$ cat config.mk
export PLATFORM = sky130hd
export DESIGN_NAME = mcu_parallel_port_unit
export DESIGN_NICKNAME = d
export VERILOG_FILES = /design/src/core/_unused_end.sv /design/src/core/mcu_port_pkg.sv /design/src/core/strobe_if.sv /design/src/core/mcu_parallel_port_unit.sv /design/src/core/port3_strobe_unit.sv
export SDC_FILE = /design/constraint.sdc
export NUM_CORES = 1
export LEC_CHECK = 0
export ABC_CLOCK_PERIOD_IN_PS = 11130
export BUFFER_PORTS_ARGS = -buffer_cell sky130_fd_sc_hd__buf_2
export CELL_PAD_IN_SITES_DETAIL_PLACEMENT = 1
export CELL_PAD_IN_SITES_GLOBAL_PLACEMENT = 1
export CORE_MARGIN = 4
export CORE_UTILIZATION = 42
export CTS_CLUSTER_SIZE = 28
export DETAILED_ROUTE_END_ITERATION = 12
export PLACE_DENSITY = 0.93
export SYNTH_ARGS = -nofsm -noshare
export SYNTH_HDL_FRONTEND = slang
export SYNTH_SLANG_ARGS = --single-unit
$ cat constraint.sdc
create_clock -name clk_sys -period 11.13 [get_ports clk_sys]
set_clock_uncertainty 0.2 [all_clocks]
set_input_delay 0 -clock clk_sys [delete_from_list [all_inputs] [get_ports clk_sys]]
set_output_delay 0 -clock clk_sys [all_outputs]
set_load 0.005 [all_outputs]
$ cat src/core/_unused_end.sv
// intentionally empty file
`timescale 1ns/1ps
`default_nettype none
`default_nettype wire

$ cat src/core/mcu_port_pkg.sv
// constants, register map and types of the parallel port unit
//
// Overview of operation
// - direction bit 1 drives pin, 0 inputs
// - direction registers write-only, read as zero
// - data 2,3,6,7; direction 0,1,4,5
// - second-port bit 1 never drives output
// - input-configured pins stay high impedance
// - first port inputs after reset; mode 1 address
// - second port five lines, inputs after reset
// - reset release latches mode from pins 2:0
// - reset low three cycles drives address high
// - expanded: third port follows read/write
// - mode 7: third port I/O plus strobes
// - input strobe falling edge sets flag, latches
// - output strobe on read/write per select
// - input strobe edge raises maskable interrupt
// - read/write high reading, low writing, idle high
// - mode 5 page strobe for 0x0100-0x01ff
// - address strobe marks low address on port
// - latch enable holds data until port read
// - flag read-only, cleared status-then-port access
// - interrupt only with flag and enable set
package mcu_port_pkg;
   // --------------------------------------------------------------
   // register indices, byte address is four times the index
   // --------------------------------------------------------------
   localparam logic [3:0] IDX_P1_DIR = 4'h0;
   localparam logic [3:0] IDX_P2_DIR = 4'h1;
   localparam logic [3:0] IDX_P1_VAL = 4'h2;
   localparam logic [3:0] IDX_P2_VAL = 4'h3;
   localparam logic [3:0] IDX_P3_DIR = 4'h4;
   localparam logic [3:0] IDX_P4_DIR = 4'h5;
   localparam logic [3:0] IDX_P3_VAL = 4'h6;
   localparam logic [3:0] IDX_P4_VAL = 4'h7;
   localparam logic [3:0] IDX_P3_CSR = 4'hf;
   // --------------------------------------------------------------
   // strobe control/status fields
   // --------------------------------------------------------------
   localparam int CSR_LATCH_BIT = 3;
   localparam int CSR_OSS_BIT = 4;
   localparam int CSR_IEN_BIT = 6;
   localparam int CSR_FLAG_BIT = 7;
   // --------------------------------------------------------------
   // modes, reset values, timing
   // --------------------------------------------------------------
   localparam logic [2:0] MODE_SINGLE = 3'h7;
   localparam logic [2:0] MODE_NMUX_PAGE = 3'h5;
   localparam logic [2:0] MODE_NMUX_FULL = 3'h1;
   localparam logic [2:0] MODE_RESET = 3'h7;
   localparam logic [7:0] DIR_RESET = 8'h00;
   localparam logic [7:0] OUT_RESET = 8'h00;
   localparam logic [4:0] P2_OUT_FORBID = 5'h02;
   localparam logic [6:0] IO_PAGE_HIGH = 7'h00;
   localparam int CLK_NS = 4;
   localparam int ECYC_NS = 4;
   localparam int RST_LOW_TCYC = 3;
   localparam int RST_LOW_CYCLES = (RST_LOW_TCYC * ECYC_NS + CLK_NS - 1) / CLK_NS;

   typedef enum logic [1:0] {
      BUS_IDLE = 2'b00,
      BUS_ADDR = 2'b01,
      BUS_DATA = 2'b10
   } bus_state_e;
endpackage

$ cat src/core/strobe_if.sv
// handshake signals between the port core and the strobe unit
`timescale 1ns/1ps
`default_nettype none
interface strobe_if;
   logic csr_wr;
   logic csr_rd;
   logic data_rd;
   logic data_wr;
   logic [7:0] wdata;
   logic [7:0] pins;
   logic strobe_in;
   logic enable;
   logic pin_rst;
   logic [7:0] csr_rdata;
   logic [7:0] held_data;
   logic held;
   logic ostb_n;
   logic irq;
   modport core (output csr_wr, csr_rd, data_rd, data_wr, wdata, pins,
      strobe_in, enable, pin_rst, input csr_rdata, held_data, held, ostb_n,
      irq);
   modport unit (input csr_wr, csr_rd, data_rd, data_wr, wdata, pins,
      strobe_in, enable, pin_rst, output csr_rdata, held_data, held, ostb_n,
      irq);
endinterface
`default_nettype wire

$ cat src/core/mcu_parallel_port_unit.sv
// four-port parallel I/O unit with mode latch and external bus strobes
//
// The APB interface to the registers was chosen for this implementation.
`timescale 1ns/1ps
`default_nettype none
module mcu_parallel_port_unit #(
   parameter int ADDR_W = 12
) (
   input wire logic clk_sys,
   input wire logic sys_rst,
   input wire logic [ADDR_W-1:0] paddr,
   input wire logic psel,
   input wire logic penable,
   input wire logic pwrite,
   input wire logic [31:0] pwdata,
   input wire logic [3:0] pstrb,
   output logic [31:0] prdata,
   output logic pready,
   output logic pslverr,
   input wire logic reset_n,
   input wire logic [7:0] p1_in,
   output logic [7:0] p1_out,
   output logic [7:0] p1_oe,
   input wire logic [4:0] p2_in,
   output logic [4:0] p2_out,
   output logic [4:0] p2_oe,
   input wire logic [7:0] p3_in,
   output logic [7:0] p3_out,
   output logic [7:0] p3_oe,
   input wire logic [7:0] p4_in,
   output logic [7:0] p4_out,
   output logic [7:0] p4_oe,
   input wire logic sc1_in,
   output logic sc1_out,
   output logic sc1_oe,
   output logic sc2_out,
   output logic maskable_irq_a,
   output logic [2:0] mode,
   input wire logic bus_req,
   input wire logic [15:0] bus_addr,
   input wire logic bus_we,
   input wire logic [7:0] bus_wdata,
   output logic [7:0] bus_rdata,
   output logic bus_done
);
   localparam logic [1:0] ADDR_HIGH_AT =
      2'(mcu_port_pkg::RST_LOW_CYCLES - 1);

   // --------------------------------------------------------------
   // helpers
   // --------------------------------------------------------------
   // port number from a register index: 0,2 -> 0; 1,3 -> 1; 4,6 -> 2...
   function automatic logic [1:0] port_of(input logic [3:0] idx);
      port_of = {idx[2], idx[0]};
   endfunction

   // pins for inputs, output latch for outputs
   function automatic logic [7:0] mix(input logic [7:0] pins,
         input logic [7:0] outv, input logic [7:0] dir);
      mix = (pins & ~dir) | (outv & dir);
   endfunction

   // --------------------------------------------------------------
   // state
   // --------------------------------------------------------------
   logic [7:0] dir_reg [0:3];
   logic [7:0] out_reg [0:3];
   logic [2:0] mode_reg;
   logic rst_prev_reg;
   logic [1:0] rst_cnt_reg;
   logic [31:0] prdata_reg;
   mcu_port_pkg::bus_state_e state_reg;
   mcu_port_pkg::bus_state_e state_next;
   logic [15:0] addr_reg;
   logic we_reg;
   logic [7:0] wdata_reg;
   logic [7:0] rdata_reg;
   logic done_reg;

   strobe_if sif ();

   port3_strobe_unit u_strobe (
      .clk_sys(clk_sys),
      .sys_rst(sys_rst),
      .s(sif.unit)
   );

   // --------------------------------------------------------------
   // mode decode
   // --------------------------------------------------------------
   wire pin_rst = !reset_n;
   wire single = mode_reg == mcu_port_pkg::MODE_SINGLE;
   wire nmux_page = mode_reg == mcu_port_pkg::MODE_NMUX_PAGE;
   wire nmux_full = mode_reg == mcu_port_pkg::MODE_NMUX_FULL;
   // every mode code other than 1, 5 and 7 is handled like a multiplexed mode
   wire muxed = !single && !nmux_page && !nmux_full;
   wire expanded = !single;
   wire addr_high = pin_rst && (rst_cnt_reg >= ADDR_HIGH_AT);

   // --------------------------------------------------------------
   // register bus decode
   // --------------------------------------------------------------
   wire [3:0] idx = paddr[5:2];
   wire upper_zero = (paddr[ADDR_W-1:6] == '0) && (paddr[1:0] == 2'b00);
   wire idx_port = (idx[3] == 1'b0);
   wire idx_csr = idx == mcu_port_pkg::IDX_P3_CSR;
   wire mapped = upper_zero && (idx_port || idx_csr);
   wire setup = psel && !penable;
   wire access = psel && penable;
   wire wr_ok = access && pwrite && mapped && pstrb[0];
   wire rd_ok = access && !pwrite && mapped;
   wire [1:0] pidx = port_of(idx);
   wire is_data = idx_port && idx[1];
   wire is_dir = idx_port && !idx[1];
   wire p3_hit = idx == mcu_port_pkg::IDX_P3_VAL;
   wire dir_wr = wr_ok && is_dir;
   wire data_wr = wr_ok && is_data;

   // --------------------------------------------------------------
   // read data
   // --------------------------------------------------------------
   wire [7:0] p1_rd = mix(p1_in, out_reg[0], dir_reg[0]);
   wire [7:0] p2_rd = mix({3'b000, p2_in}, out_reg[1], dir_reg[1]);
   wire [7:0] p3_live = mix(p3_in, out_reg[2], dir_reg[2]);
   wire [7:0] p3_rd = sif.held ? sif.held_data : p3_live;
   wire [7:0] p4_rd = mix(p4_in, out_reg[3], dir_reg[3]);
   logic [7:0] rd_byte;
   always_comb begin
      rd_byte = 8'h00;
      case (idx)
         mcu_port_pkg::IDX_P1_VAL: rd_byte = p1_rd;
         mcu_port_pkg::IDX_P2_VAL: rd_byte = {mode_reg, p2_rd[4:0]};
         mcu_port_pkg::IDX_P3_VAL: rd_byte = p3_rd;
         mcu_port_pkg::IDX_P4_VAL: rd_byte = p4_rd;
         mcu_port_pkg::IDX_P3_CSR: rd_byte = sif.csr_rdata;
         default: rd_byte = 8'h00;
      endcase
   end

   // --------------------------------------------------------------
   // strobe unit hookup
   // --------------------------------------------------------------
   assign sif.csr_wr = wr_ok && idx_csr;
   assign sif.csr_rd = rd_ok && idx_csr;
   assign sif.data_rd = rd_ok && p3_hit && single;
   assign sif.data_wr = wr_ok && p3_hit && single;
   assign sif.wdata = pwdata[7:0];
   assign sif.pins = p3_in;
   assign sif.strobe_in = sc1_in;
   assign sif.enable = single && reset_n;
   assign sif.pin_rst = pin_rst;

   // --------------------------------------------------------------
   // port registers and reset pin tracking
   // --------------------------------------------------------------
   always_ff @(posedge clk_sys or posedge sys_rst) begin
      if (sys_rst) begin
         for (int i = 0; i < 4; i++) begin
            dir_reg[i] <= mcu_port_pkg::DIR_RESET;
            out_reg[i] <= mcu_port_pkg::OUT_RESET;
         end
      end else if (pin_rst) begin
         for (int i = 0; i < 4; i++) begin
            dir_reg[i] <= mcu_port_pkg::DIR_RESET;
         end
      end else begin
         if (dir_wr) begin
            dir_reg[pidx] <= pwdata[7:0];
         end
         if (data_wr) begin
            out_reg[pidx] <= pwdata[7:0];
         end
      end
   end

   always_ff @(posedge clk_sys or posedge sys_rst) begin
      if (sys_rst) begin
         mode_reg <= mcu_port_pkg::MODE_RESET;
         rst_prev_reg <= 1'b1;
         rst_cnt_reg <= 2'b00;
      end else begin
         rst_prev_reg <= reset_n;
         if (reset_n) begin
            rst_cnt_reg <= 2'b00;
         end else if (rst_cnt_reg != 2'b11) begin
            rst_cnt_reg <= rst_cnt_reg + 2'b01;
         end
         if (reset_n && !rst_prev_reg) begin
            mode_reg <= p2_in[2:0];
         end
      end
   end

   always_ff @(posedge clk_sys or posedge sys_rst) begin
      if (sys_rst) begin
         prdata_reg <= 32'h0000_0000;
      end else if (setup) begin
         prdata_reg <= {24'h00_0000, mapped ? rd_byte : 8'h00};
      end
   end

   assign prdata = prdata_reg;
   assign pready = access;
   assign pslverr = access && !mapped;

   // --------------------------------------------------------------
   // external bus sequencer (expanded modes)
   // --------------------------------------------------------------
   always_comb begin
      state_next = state_reg;
      case (state_reg)
         mcu_port_pkg::BUS_IDLE: begin
            if (bus_req && expanded && reset_n) begin
               state_next = mcu_port_pkg::BUS_ADDR;
            end
         end
         mcu_port_pkg::BUS_ADDR: state_next = mcu_port_pkg::BUS_DATA;
         mcu_port_pkg::BUS_DATA: state_next = mcu_port_pkg::BUS_IDLE;
         default: state_next = mcu_port_pkg::BUS_IDLE;
      endcase
   end

   wire take = (state_reg == mcu_port_pkg::BUS_IDLE) &&
      (state_next == mcu_port_pkg::BUS_ADDR);

   always_ff @(posedge clk_sys or posedge sys_rst) begin
      if (sys_rst) begin
         state_reg <= mcu_port_pkg::BUS_IDLE;
         addr_reg <= 16'h0000;
         we_reg <= 1'b0;
         wdata_reg <= 8'h00;
         rdata_reg <= 8'h00;
         done_reg <= 1'b0;
      end else begin
         state_reg <= pin_rst ? mcu_port_pkg::BUS_IDLE : state_next;
         done_reg <= (state_reg == mcu_port_pkg::BUS_DATA) && !pin_rst;
         if (take) begin
            addr_reg <= bus_addr;
            we_reg <= bus_we;
            wdata_reg <= bus_wdata;
         end
         if (state_reg == mcu_port_pkg::BUS_DATA && !we_reg) begin
            rdata_reg <= p3_in;
         end
      end
   end

   assign bus_rdata = rdata_reg;
   assign bus_done = done_reg;

   // --------------------------------------------------------------
   // pin drive
   // --------------------------------------------------------------
   wire busy = state_reg != mcu_port_pkg::BUS_IDLE;
   wire in_addr = state_reg == mcu_port_pkg::BUS_ADDR;
   wire in_data = state_reg == mcu_port_pkg::BUS_DATA;
   wire writing = busy && we_reg;
   wire page_hit = (addr_reg[15:9] == mcu_port_pkg::IO_PAGE_HIGH) &&
      addr_reg[8];
   wire [7:0] lo_addr = addr_high ? 8'hff : addr_reg[7:0];
   wire [7:0] hi_addr = addr_high ? 8'hff : addr_reg[15:8];

   assign p1_out = nmux_full ? lo_addr : out_reg[0];
   assign p1_oe = nmux_full ? 8'hff : dir_reg[0];
   assign p2_out = out_reg[1][4:0];
   // bit 1 is input or timer only, never a port output
   assign p2_oe = dir_reg[1][4:0] & ~mcu_port_pkg::P2_OUT_FORBID;

   // direction register is ignored once a bus mode is active
   assign p3_out = single ? out_reg[2] :
      ((in_addr && muxed) ? addr_reg[7:0] : wdata_reg);
   assign p3_oe = single ? dir_reg[2] :
      (((in_addr && muxed) || (in_data && we_reg)) ? 8'hff : 8'h00);

   assign p4_out = single ? out_reg[3] : (nmux_page ? lo_addr : hi_addr);
   assign p4_oe = (single || nmux_page) ? dir_reg[3] : 8'hff;

   // sc1: strobe input, address strobe, or active-low page strobe
   assign sc1_out = muxed ? in_addr : !(in_data && page_hit);
   assign sc1_oe = muxed || nmux_page;
   // sc2: output strobe, or read/write that rests high
   assign sc2_out = single ? sif.ostb_n : !writing;
   assign maskable_irq_a = sif.irq && single;
   assign mode = mode_reg;

   // --------------------------------------------------------------
   // checks
   // --------------------------------------------------------------
   chk_p21_input: assert property (@(posedge clk_sys) disable iff (sys_rst)
      !p2_oe[1])
      else $error("second-port bit 1 driven as output");
   chk_dir_drive: assert property (@(posedge clk_sys) disable iff (sys_rst)
      (dir_wr && pidx == 2'd0 && !nmux_full) |=> p1_oe == $past(pwdata[7:0]))
      else $error("first-port drive does not follow direction");
   chk_mode_capture: assert property (@(posedge clk_sys) disable iff (sys_rst)
      $rose(reset_n) |=> mode_reg == $past(p2_in[2:0]))
      else $error("mode not latched at reset release");
   chk_addr_high: assert property (@(posedge clk_sys) disable iff (sys_rst)
      (!reset_n [*3]) ##0 (expanded && !nmux_page) |-> p4_out == 8'hff)
      else $error("address lines not high in reset");
   chk_rw_idle: assert property (@(posedge clk_sys) disable iff (sys_rst)
      (take && !pin_rst) |=> (sc2_out == !$past(bus_we)) ##2 sc2_out)
      else $error("read/write level wrong around access");
   chk_bus_sequence: assert property (@(posedge clk_sys) disable iff (sys_rst)
      (take && muxed && !pin_rst) |=> sc1_out ##1 !sc1_out ##1 bus_done)
      else $error("address strobe sequence broken");
   chk_dir_reset: assert property (@(posedge clk_sys) disable iff (sys_rst)
      (!reset_n ##1 !reset_n) |-> dir_reg[0] == mcu_port_pkg::DIR_RESET)
      else $error("first port not input in reset");
   cov_mode_change: cover property (@(posedge clk_sys) disable iff (sys_rst)
      $rose(reset_n) ##1 !single);
   cov_page_strobe: cover property (@(posedge clk_sys) disable iff (sys_rst)
      nmux_page && in_data && page_hit);
   cov_bus_write: cover property (@(posedge clk_sys) disable iff (sys_rst)
      take && bus_we ##2 bus_done);
endmodule
`default_nettype wire

$ cat src/core/port3_strobe_unit.sv
// third-port handshake: input strobe flag, input latch, output strobe
`timescale 1ns/1ps
`default_nettype none
module port3_strobe_unit (
   input wire logic clk_sys,
   input wire logic sys_rst,
   strobe_if.unit s
);
   logic strobe_prev_reg;
   logic latch_en_reg;
   logic oss_reg;
   logic ien_reg;
   logic flag_reg;
   logic armed_reg;
   logic held_reg;
   logic [7:0] held_data_reg;
   logic ostb_n_reg;
   wire fall = s.enable && strobe_prev_reg && !s.strobe_in;
   wire port_touch = s.data_rd || s.data_wr;
   wire clear_flag = armed_reg && port_touch;
   wire ostb_fire = s.enable &&
      ((s.data_rd && !oss_reg) || (s.data_wr && oss_reg));
   wire capture = fall && latch_en_reg && (!held_reg || s.data_rd);

   always_ff @(posedge clk_sys or posedge sys_rst) begin
      if (sys_rst) begin
         strobe_prev_reg <= 1'b1;
         latch_en_reg <= 1'b0;
         oss_reg <= 1'b0;
         ien_reg <= 1'b0;
         flag_reg <= 1'b0;
         armed_reg <= 1'b0;
         held_reg <= 1'b0;
         held_data_reg <= 8'h00;
         ostb_n_reg <= 1'b1;
      end else if (s.pin_rst) begin
         strobe_prev_reg <= 1'b1;
         latch_en_reg <= 1'b0;
         oss_reg <= 1'b0;
         ien_reg <= 1'b0;
         flag_reg <= 1'b0;
         armed_reg <= 1'b0;
         held_reg <= 1'b0;
         ostb_n_reg <= 1'b1;
      end else begin
         strobe_prev_reg <= s.strobe_in;
         if (s.csr_wr) begin
            // takes effect from the next clock cycle
            latch_en_reg <= s.wdata[mcu_port_pkg::CSR_LATCH_BIT];
            oss_reg <= s.wdata[mcu_port_pkg::CSR_OSS_BIT];
            ien_reg <= s.wdata[mcu_port_pkg::CSR_IEN_BIT];
         end
         // a new edge beats a clear in the same cycle
         if (fall) begin
            flag_reg <= 1'b1;
         end else if (clear_flag) begin
            flag_reg <= 1'b0;
         end
         if (clear_flag || fall) begin
            armed_reg <= 1'b0;
         end else if (s.csr_rd && flag_reg) begin
            armed_reg <= 1'b1;
         end
         if (capture) begin
            held_reg <= 1'b1;
            held_data_reg <= s.pins;
         end else if (s.data_rd) begin
            held_reg <= 1'b0;
         end
         ostb_n_reg <= !ostb_fire;
      end
   end

   assign s.csr_rdata = {flag_reg, ien_reg, 1'b0, oss_reg, latch_en_reg,
      3'b000};
   assign s.held_data = held_data_reg;
   assign s.held = held_reg;
   assign s.ostb_n = ostb_n_reg;
   assign s.irq = flag_reg && ien_reg;

   // --------------------------------------------------------------
   // checks
   // --------------------------------------------------------------
   chk_fall_sets_flag: assert property (@(posedge clk_sys) disable iff (sys_rst)
      (fall && !s.pin_rst) |=> flag_reg)
      else $error("strobe edge did not set flag");
   chk_ostrobe_select: assert property (@(posedge clk_sys) disable iff (sys_rst)
      (s.enable && !s.pin_rst && s.data_rd && !oss_reg)
      |=> !s.ostb_n ##1 s.ostb_n)
      else $error("output strobe missing on read");
   chk_irq_gate: assert property (@(posedge clk_sys) disable iff (sys_rst)
      $rose(s.irq) |-> $past(fall) || $past(s.csr_wr))
      else $error("interrupt raised without edge or enable");
   chk_flag_clear_seq: assert property (@(posedge clk_sys) disable iff (sys_rst)
      (flag_reg && !armed_reg && !s.pin_rst) |=> flag_reg)
      else $error("flag cleared without status read");
   chk_latch_hold: assert property (@(posedge clk_sys) disable iff (sys_rst)
      (held_reg && !s.data_rd && !s.pin_rst) |=> held_reg &&
      $stable(held_data_reg))
      else $error("held data lost before port read");
   cov_irq_raise: cover property (@(posedge clk_sys) disable iff (sys_rst)
      fall && ien_reg ##1 s.irq);
   cov_write_strobe: cover property (@(posedge clk_sys) disable iff (sys_rst)
      s.data_wr && oss_reg ##1 !s.ostb_n);
endmodule
`default_nettype wire

# Yosys cells after proc, flatten, opt, wreduce, memory -nomap -nowiden
# Cells that the tools add are included.
# classes
mux,44
n_reduce_logical,79
mul,0
div_mod_pow,0
order_cmp,3
shifts,0
n_eq_ne,17
bitwise,18
addsub,1
# op_table
operator,n
8-bit 2-to-1 mux,14
32-bit bitwise mux,2
32-bit 2-to-1 mux,2
8-bit bitwise AND,6
1-bit logical AND,47
8-bit one-hot mux with 5 select lines,1
8-bit NOT,3
8-bit OR,3
1-bit 2-to-1 mux,19
8-bit demux with 2-bit select,1
1-bit zero test,16
5-bit bitwise AND,2
"3-bit by 1-bit != test with 1-bit output, second input constant",3
"4-bit by 2-bit equality test with 1-bit output, second input constant",2
"4-bit by 3-bit equality test with 1-bit output, second input constant",2
1-bit logical OR,8
2-bit 2-to-1 mux,4
7-bit zero test,1
"3-bit equality test, second input constant",2
6-bit zero test,1
5-bit NOT,1
5-bit OR,1
"2-bit by 1-bit equality test with 1-bit output, second input constant",2
"4-bit equality test, second input constant",1
14 further kinds,18
# totals
input_bits,110
out_inout_bits,108
n_memories,0
register_bits,130
ramBits,0
latchBits,0
romBits,0

# Logic depth before layout (Yosys ltp)
# Gate-level depths: netlist of run 1.
# logic_depth
depth_word,12
depth_mapped,7
depth_no_buf,4

# Modules after synthesis
# Synthesis of run 1 repeated with hierarchy kept, for this count alone.
# hier_totals
cells_unflattened,636
area_unflattened_um2,6860.3
# modules_own_cells
module,seq_area_each_um2,instances,area_per_inst_um2,cells_per_inst
mcu_parallel_port_unit,2707.6,1,6122.1,578
port3_strobe_unit,402.9,1,738.2,58

# Least setup slack after synthesis of run 1
# OpenSTA, ideal clock, no wires.
# synth_path
kind,register to register
startpoint,"reg mode_reg[0], in the netlist mode[0]"
endpoint,"reg u_strobe.held_data_reg[7], in the netlist u_strobe.s.held_data[7]"
synth_period_minus_slack_ps,2205
setup_slack_ps,8925
path_buffers,3
t_required_ps,10861
arrival_time_ps,1936
setup_ps,69
path_stages_with_launch,8
path_cell_list,dfstp_2 clkbuf_1 nand3_1 or2_2 clkbuf_1 clkbuf_1 or4_1 nand3_1
# synth_via
elab_chain_len,7
elab_cells_between_ends,9
classes_between,eq/ne (1); reduce/logical (8)
# synth_rtl
item,line,source
"start, declared",mcu_parallel_port_unit.sv:68,logic [2:0] mode_reg;
"start signal, assigned",mcu_parallel_port_unit.sv:178,mode_reg <= mcu_port_pkg::MODE_RESET;
"start signal, assigned",mcu_parallel_port_unit.sv:189,mode_reg <= p2_in[2:0];
3-bit equality test *,mcu_parallel_port_unit.sv:92,wire single = mode_reg == mcu_port_pkg::MODE_SINGLE;
1-bit logical AND,mcu_parallel_port_unit.sv:150,assign sif.enable = single && reset_n;
1-bit logical AND (2 in a row),port3_strobe_unit.sv:18,wire fall = s.enable && strobe_prev_reg && !s.strobe_in;
1-bit logical AND,port3_strobe_unit.sv:23,wire capture = fall && latch_en_reg && (!held_reg || s.data_rd);
1-bit logical AND *,port3_strobe_unit.sv:23,
2-bit AND reduction (no source line) *,n/a,
"end signal, assigned",port3_strobe_unit.sv:66,held_data_reg <= s.pins;
"end, declared",port3_strobe_unit.sv:16,logic [7:0] held_data_reg;
# Mark *: on every way between the ends. The rest lies on a longest branch, timed or not.
# A chain may end at the register's enable or synchronous reset.

# Worst setup path after layout of run 1
# layout_path
startpoint,in paddr[11]
endpoint,"reg prdata_reg[6], in the netlist prdata[6]"
# layout_via
elab_chain_len,4
# layout_rtl
item,line,source
"start, declared",mcu_parallel_port_unit.sv:11,"input wire logic [ADDR_W-1:0] paddr,"
6-bit zero test,mcu_parallel_port_unit.sv:104,wire upper_zero = (paddr[ADDR_W-1:6] == '0) && (paddr[1:0] == 2'b00);
1-bit logical AND,mcu_parallel_port_unit.sv:104,
1-bit logical AND,mcu_parallel_port_unit.sv:107,wire mapped = upper_zero && (idx_port || idx_csr);
8-bit 2-to-1 mux,mcu_parallel_port_unit.sv:198,"prdata_reg <= {24'h00_0000, mapped ? rd_byte : 8'h00};"
"end signal, assigned",mcu_parallel_port_unit.sv:198,
"end, declared",mcu_parallel_port_unit.sv:71,logic [31:0] prdata_reg;
# Every way passes these cells.

==> results of run 1 <==
-- cell families after synthesis --
logic type,count (synthesis),synth area share
xor+xnor,1,0.00127
mux,133,0.205
compound gates,103,0.0965
flops,124,0.450
fa+ha+maj,1,0.00181
other cells,1,0.000543
buf+inv,86,0.0657
simple gates,203,0.178
-- power by group --
part	switching (µW)	internal, µW	leakage (µW)
sequential	43.1	494	0.00160
combinational	141	129	0.00259
clock	206	321	0.000280
total	390	944	0.00447
-- metal layers --
layer  routed length (µm)  share of wire  up-vias  global-route usage
met2                12900           0.50      282               0.482
met5                    0              0        -                   0
li1                     -              -     2702                   -
met1                10200           0.39     3169               0.342
met3                 1820          0.070       71              0.0574
met4                 1070          0.041        0               0.139
-- synthesized netlist by cell type (all sizes together), types with 8 or more instances --
cell type	count
nor4	12
dfrtp	118
mux2i	63
nor2	33
nand2b	14
a21oi	26
mux2	70
nor2b	39
o21ai	21
a21o	8
clkbuf	32
nand2	31
buf	41
or2	11
inv	12
or4	8
nand4	10
nand3	14
-- metrics by stage --
stage / hold WS [ns] / util / std cells
floorplan: -0.196 / - / 676
CTS: 0.000619 / 0.564 / 1095
detailed placement: 0.0179 / 0.484 / 990
finish: 0.00965 / 0.564 / 1095
global placement: 0.0176 / 0.484 / 990
global route: 0.0290 / 0.564 / 1095
-- worst min-delay path, delay by kind of cell --
family | cells | cell delay (ns)
compound gates | 2 | 0.46
buf+inv | 1 | 0.08
mux | 1 | 0.06
-- final cells by class --
type,instances,area (µm²)
clock inverters,9,70.1
inverters,13,51.3
fillers,1794,6980
repair buffers,244,1600
multi-input cells,466,3440
well taps,216,270
clock buffers,23,478
flip-flops and latches,124,3110
-- what timing repair did --
item                      in CTS  in global routing
resized for setup              0                  0
hold buffers                  73                  0
hold endpoints to repair     183                  0
-- worst max-delay path by stage --
stage	from	endpoint	cells after the start
3_5_place_dp	mode[1]	u_strobe.s.held_data[1]	4
4_1_cts	paddr[11]	prdata[6]	8
2_1_floorplan	sys_rst	addr_reg[0]	1
3_3_place_gp	paddr[7]	u_strobe.s.held_data[2]	5
5_1_grt	paddr[11]	prdata[6]	8
6_report	paddr[11]	prdata[6]	8
==> flow_summary.ini, run 1 <==
[run_status]
status = complete, no violations

[detailed_routing]
via_per_inst = 5.68
ant_nets = 0
finalWirelength_um = 26000
drc = 0
wl_per_cell_um = 23.7
drtPass1Iterations = 5
dr.first_iter.drc_count = 562
dr_total_vias = 6224

[timing]
worst_slack_ns = 8.17
final.setup.tns_ns = 0
maxSlewViolCount = 0
fin_crit_sh = 0.266
min_period_ns = 2.96
rsz0062_at_grt = no
tightest_slew_ns = 0.873
fmax_ghz = 0.337
hold_viol_final = 0
slew_headroom = 0.418
setup_viol = 0

[pwr]
p_per_area_nw_per_um2 = 148
p_leak_uw = 0.00447
finalPower_uw = 1330
peakVddDrop_mv = 0.113

[place]
dpl.hpwl_um = 16600
postPlaceCellArea_um2 = 7740
preCtsSetupSlack_ns = 8.65
place_congestion = 0.835
port_buffers = 165

[grt]
grt_max_degree = 67
grt-ovfl-total = 0
grt_pass1_vias = 6897
grt_pass1_wl_um = 39200
antenna_found_initial = 0
track_usage = 0.284

[critical_path]
crit_fanout = 8
r2r_end = u_strobe.s.held_data[0]
cpMostUsedCell = dlygate4sd3_1
cp-end-kind = flip-flop
r2r_slack_ns = 8.57
worst_r2r_path_depth = 4
cp.required_ns = 11.29
criticalPathCategory = primary input to flip-flop
critical_path_arrival_ns = 3.13
critPathLaunchType = primary input
crit_family = buffers and inverters
crit_chain = dlygate4sd3_1 -> buf_2 -> nor4_4 -> dlygate4sd3_1 -> and2_1 -> nand2_1 -> o21ai_0 -> dlygate4sd3_1
critical_path.max_stage_delay_ns = 0.76
crit_buf_inv = 4
critPathSlowestCell = dlygate4sd3_1
r2r_start = mode[1]

[synth]
avgSynthCellArea_um2 = 10.6
ys_ff_latch = 124
synth_area_leader_cell = dfrtp_1
synth_cell_types = 57
yosysTopAreaCellShare = 0.427
syn_inst = 652
synth_async_sr_flop_share = 1.00
synth_warnings = 0
syn-cell-area_um2 = 6910
ys.flop_type = dfrtp_1
ys_seq_area_frac = 0.450
ys_top_cells_by_area = dfrtp_1 (43%), mux2_2 (11%), mux2i_1 (9.1%)
synth-edff-count = 0

[worst_hold_path]
hold_path_end = prdata[5]
hold_path_class = primary input to flip-flop
min_from = p1_in[5]
holdPathStages = 4

[cells_and_area]
n_antenna_cell = 0
layout_commonest_cell = buf_2
largest_reg_flops = 25
drive_above_1_share = 0.344
area_growth_syn_to_layout_pct = 30.6
layout_common_cells = buf_2 (165), dfrtp_1 (118), dlygate4sd3_1 (73), mux2_2 (70), mux2i_1 (63)
layout.nets = 977
postLayoutCellArea_um2 = 9020

[clocking]
cts-buffers-inserted = 17
post_cts_buffers = 0
cts.reportedPaths.clkPinSlew_ns = 0.05
htree_num_levels = 4
root_buffer = clkbuf_16
cts.sinks = 124
clock_latency_ns = 0.43
clockBufferDepth = 2
cts_tree = built

[floorplanning]
coreArea_um2 = 16000
die_w_um = 136
die_h_um = 136
start_util = 0.432
dieArea_um2 = 18600
rows = 46
ioPinCount = 218

[job]
drv_cap = 0
No activity file was read; power rests on OpenSTA's default activity.
==> inputs of run 2 (changes only) <==
ABC_AREA = 1   (was not set)
ABC_CLOCK_PERIOD_IN_PS = 2600   (was 11130)
CORE_UTILIZATION = 33   (was 42)
PLACE_DENSITY = 0.84   (was 0.93)
clock period = 2.6 ns   (was 11.13 ns; I/O delays follow)
==> run 2 against run 1 <==
Worst hold slack gained 0.015 ns. Combinational power rose to 4.1 times the previous value. Final area is 2.4% higher. Register-to-register slack worse by 8.4 ns. Clock power increased to 4.7 times the previous value. Largest power group is now the clock network. Highest routed layer unchanged.
==> flow_summary.ini, run 2 <==
[detailed_routing]
finalWirelength_um = 27900
drtPass1Iterations = 5
via_per_inst = 5.10
wl_per_cell_um = 19.4
dr_total_vias = 7333
drc = 0
dr.first_iter.drc_count = 452
ant_nets = 0

[timing]
rsz0062_at_grt = no
setup_viol = 0
worst_slack_ns = 0.112
final.setup.tns_ns = 0
tightest_slew_ns = 0.871
slew_headroom = 0.418
fin_crit_sh = 0.957
hold_viol_final = 0
min_period_ns = 2.49
maxSlewViolCount = 0
fmax_ghz = 0.402

[worst_hold_path]
hold_path_class = primary input to flip-flop
min_from = p1_in[2]

[clocking]
clockBufferDepth = 2
htree_num_levels = 4
root_buffer = clkbuf_16
cts.sinks = 124
clock_latency_ns = 0.42
cts.reportedPaths.clkPinSlew_ns = 0.06
cts_tree = built
cts-buffers-inserted = 17

[cells_and_area]
layout.nets = 1267
drive_above_1_share = 0.222
layout_common_cells = nand2_1 (324), buf_2 (165), dfrtp_1 (118), inv_1 (82)
area_growth_syn_to_layout_pct = 36.1
n_antenna_cell = 0
largest_reg_flops = 25
layout_commonest_cell = nand2_1

[synth]
yosysTopAreaCellShare = 0.435
synth.most_common_cell = nand2_1
ys_top_cells_by_area = dfrtp_1 (44%), nand2_1 (18%), nand3_1 (5.9%)
synth_commonest_cells = nand2_1 (325), dfrtp_1 (118), inv_1 (83)
synth_async_sr_flop_share = 1.00
ys.flop_type = dfrtp_1
syn_inst = 911
ys_seq_area_frac = 0.458
synth_area_leader_cell = dfrtp_1
synth_warnings = 0
synth-edff-count = 0
syn-cell-area_um2 = 6790
ys_ff_latch = 124
synth_cell_types = 37
avgSynthCellArea_um2 = 7.45

[grt]
antenna_found_initial = 0
grt-ovfl-total = 0
grt-busiest-layer = met2
met1_usage = 0.306
met2_usage = 0.395
grt_pass1_wl_um = 42200
grt_max_degree = 39
grt_pass1_vias = 7751
met3_usage = 0.0551
track_usage = 0.243

[job]
drv_cap = 0

[floorplanning]
start_util = 0.335
ioPinCount = 218
dieArea_um2 = 22900
rows = 52
coreArea_um2 = 20200
die_w_um = 151
die_h_um = 151

[place]
dpl.hpwl_um = 19500
place_congestion = 0.926
port_buffers = 165
preCtsSetupSlack_ns = 0.246

[pwr]
finalPower_uw = 5820
p_seq_frac = 0.384
p_int_uw = 4140
p_switching_uw = 1680
p_comb_frac = 0.192
p_per_area_nw_per_um2 = 630
p_leak_uw = 0.00495
peakVddDrop_mv = 0.358
clkPwrFrac = 0.425
switching_share = 0.289

[critical_path]
criticalPathCategory = flip-flop to output port
cp-end-kind = output port
r2r_start = mode[0]
critPathLaunchType = flip-flop
crit_start = mode[0]
cp.required_ns = 2.40
crit_fanout = 17
critical_path_arrival_ns = 2.29

[run_status]
status = complete, no violations
==> run 2: changes by cell type in the layout (fill, tap and decap cells not counted), sizes merged, moves of 21 or more <==
cell	before	now
nor2	33	54
o21ai	21	92
nor2b	39	0
inv	12	84
nand3	14	81
mux2	70	1
mux2i	63	0
nand2	31	336
==> run 2: area by class of cell <==
cell class,instances,area (µm²)
clock buffers,25,485
clock inverters,7,114
fillers,2523,11000
inverters,86,327
multi-input cells,660,3020
flip-flops and latches,124,3110
well taps,270,338
repair buffers,267,1840
==> run 2: through the flow <==
stage | instances | util | cell area, µm² | hold slack [ns]
2_1_floorplan | 935 | - | 6880 | -0.196
3_3_place_gp | 1321 | 0.384 | 7780 | -0.00338
3_5_place_dp | 1321 | 0.384 | 7780 | 0.00444
4_1_cts | 1433 | 0.454 | 9180 | 0.0114
5_1_grt | 1439 | 0.456 | 9240 | 0.0543
6_report | 1439 | 0.456 | 9240 | 0.0243
==> run 2: worst paths after layout <==
path	end	slack [ns]	cells after the start
max in group asynchronous	u_strobe.s.ostb_n	1.36	4
min in group asynchronous	prdata[2]	0.11	3
max	p1_out[3]	0.11	3
min reg2reg	u_strobe.s.held_data[0]	0.28	2
min	prdata[2]	0.02	7
max reg2reg	state_reg[0]	0.18	6
==> run 2: power groups by stage <==
stage | registers [µW] | logic, µW | clock network (µW)
global placement | 2250 | 955 | 0
floorplan | 2230 | 528 | 0
detailed placement | 2260 | 986 | 0
CTS | 2230 | 1090 | 2480
global route | 2250 | 1240 | 2570
finish | 2230 | 1120 | 2470
==> run 2: per-layer routing <==
metal | share of wire | vias up | routed length, µm
met5 | 0 | - | 0
met4 | 0.045 | 0 | 1260
met3 | 0.061 | 80 | 1690
met2 | 0.48 | 301 | 13300
met1 | 0.42 | 3593 | 11600
li1 | - | 3359 | -
==> run 2: repair_timing <==
item	4_1_cts	5_1_grt
setup endpoints to repair	1	14
hold buffers	80	0
resized for setup	1	1
pin swaps	0	2
buffers inserted	0	6
gates cloned	0	0
endpoints found under the hold margin	152	0
==> run 2: worst max-delay path, cell delays in order (launching register included) <==
cell and delay (ns):
dfstp_2 0.60, nand3_1 0.52, o21ai_0 0.54, buf_2 0.20
==> run 2: kinds of logic after synthesis <==
kind of cell	Yosys count	synth area share
mux	1	0.00166
flops	124	0.458
xor+xnor	1	0.00129
other cells	1	0.000553
simple gates	493	0.311
buf+inv	151	0.110
compound gates	139	0.115
fa+ha+maj	1	0.00184
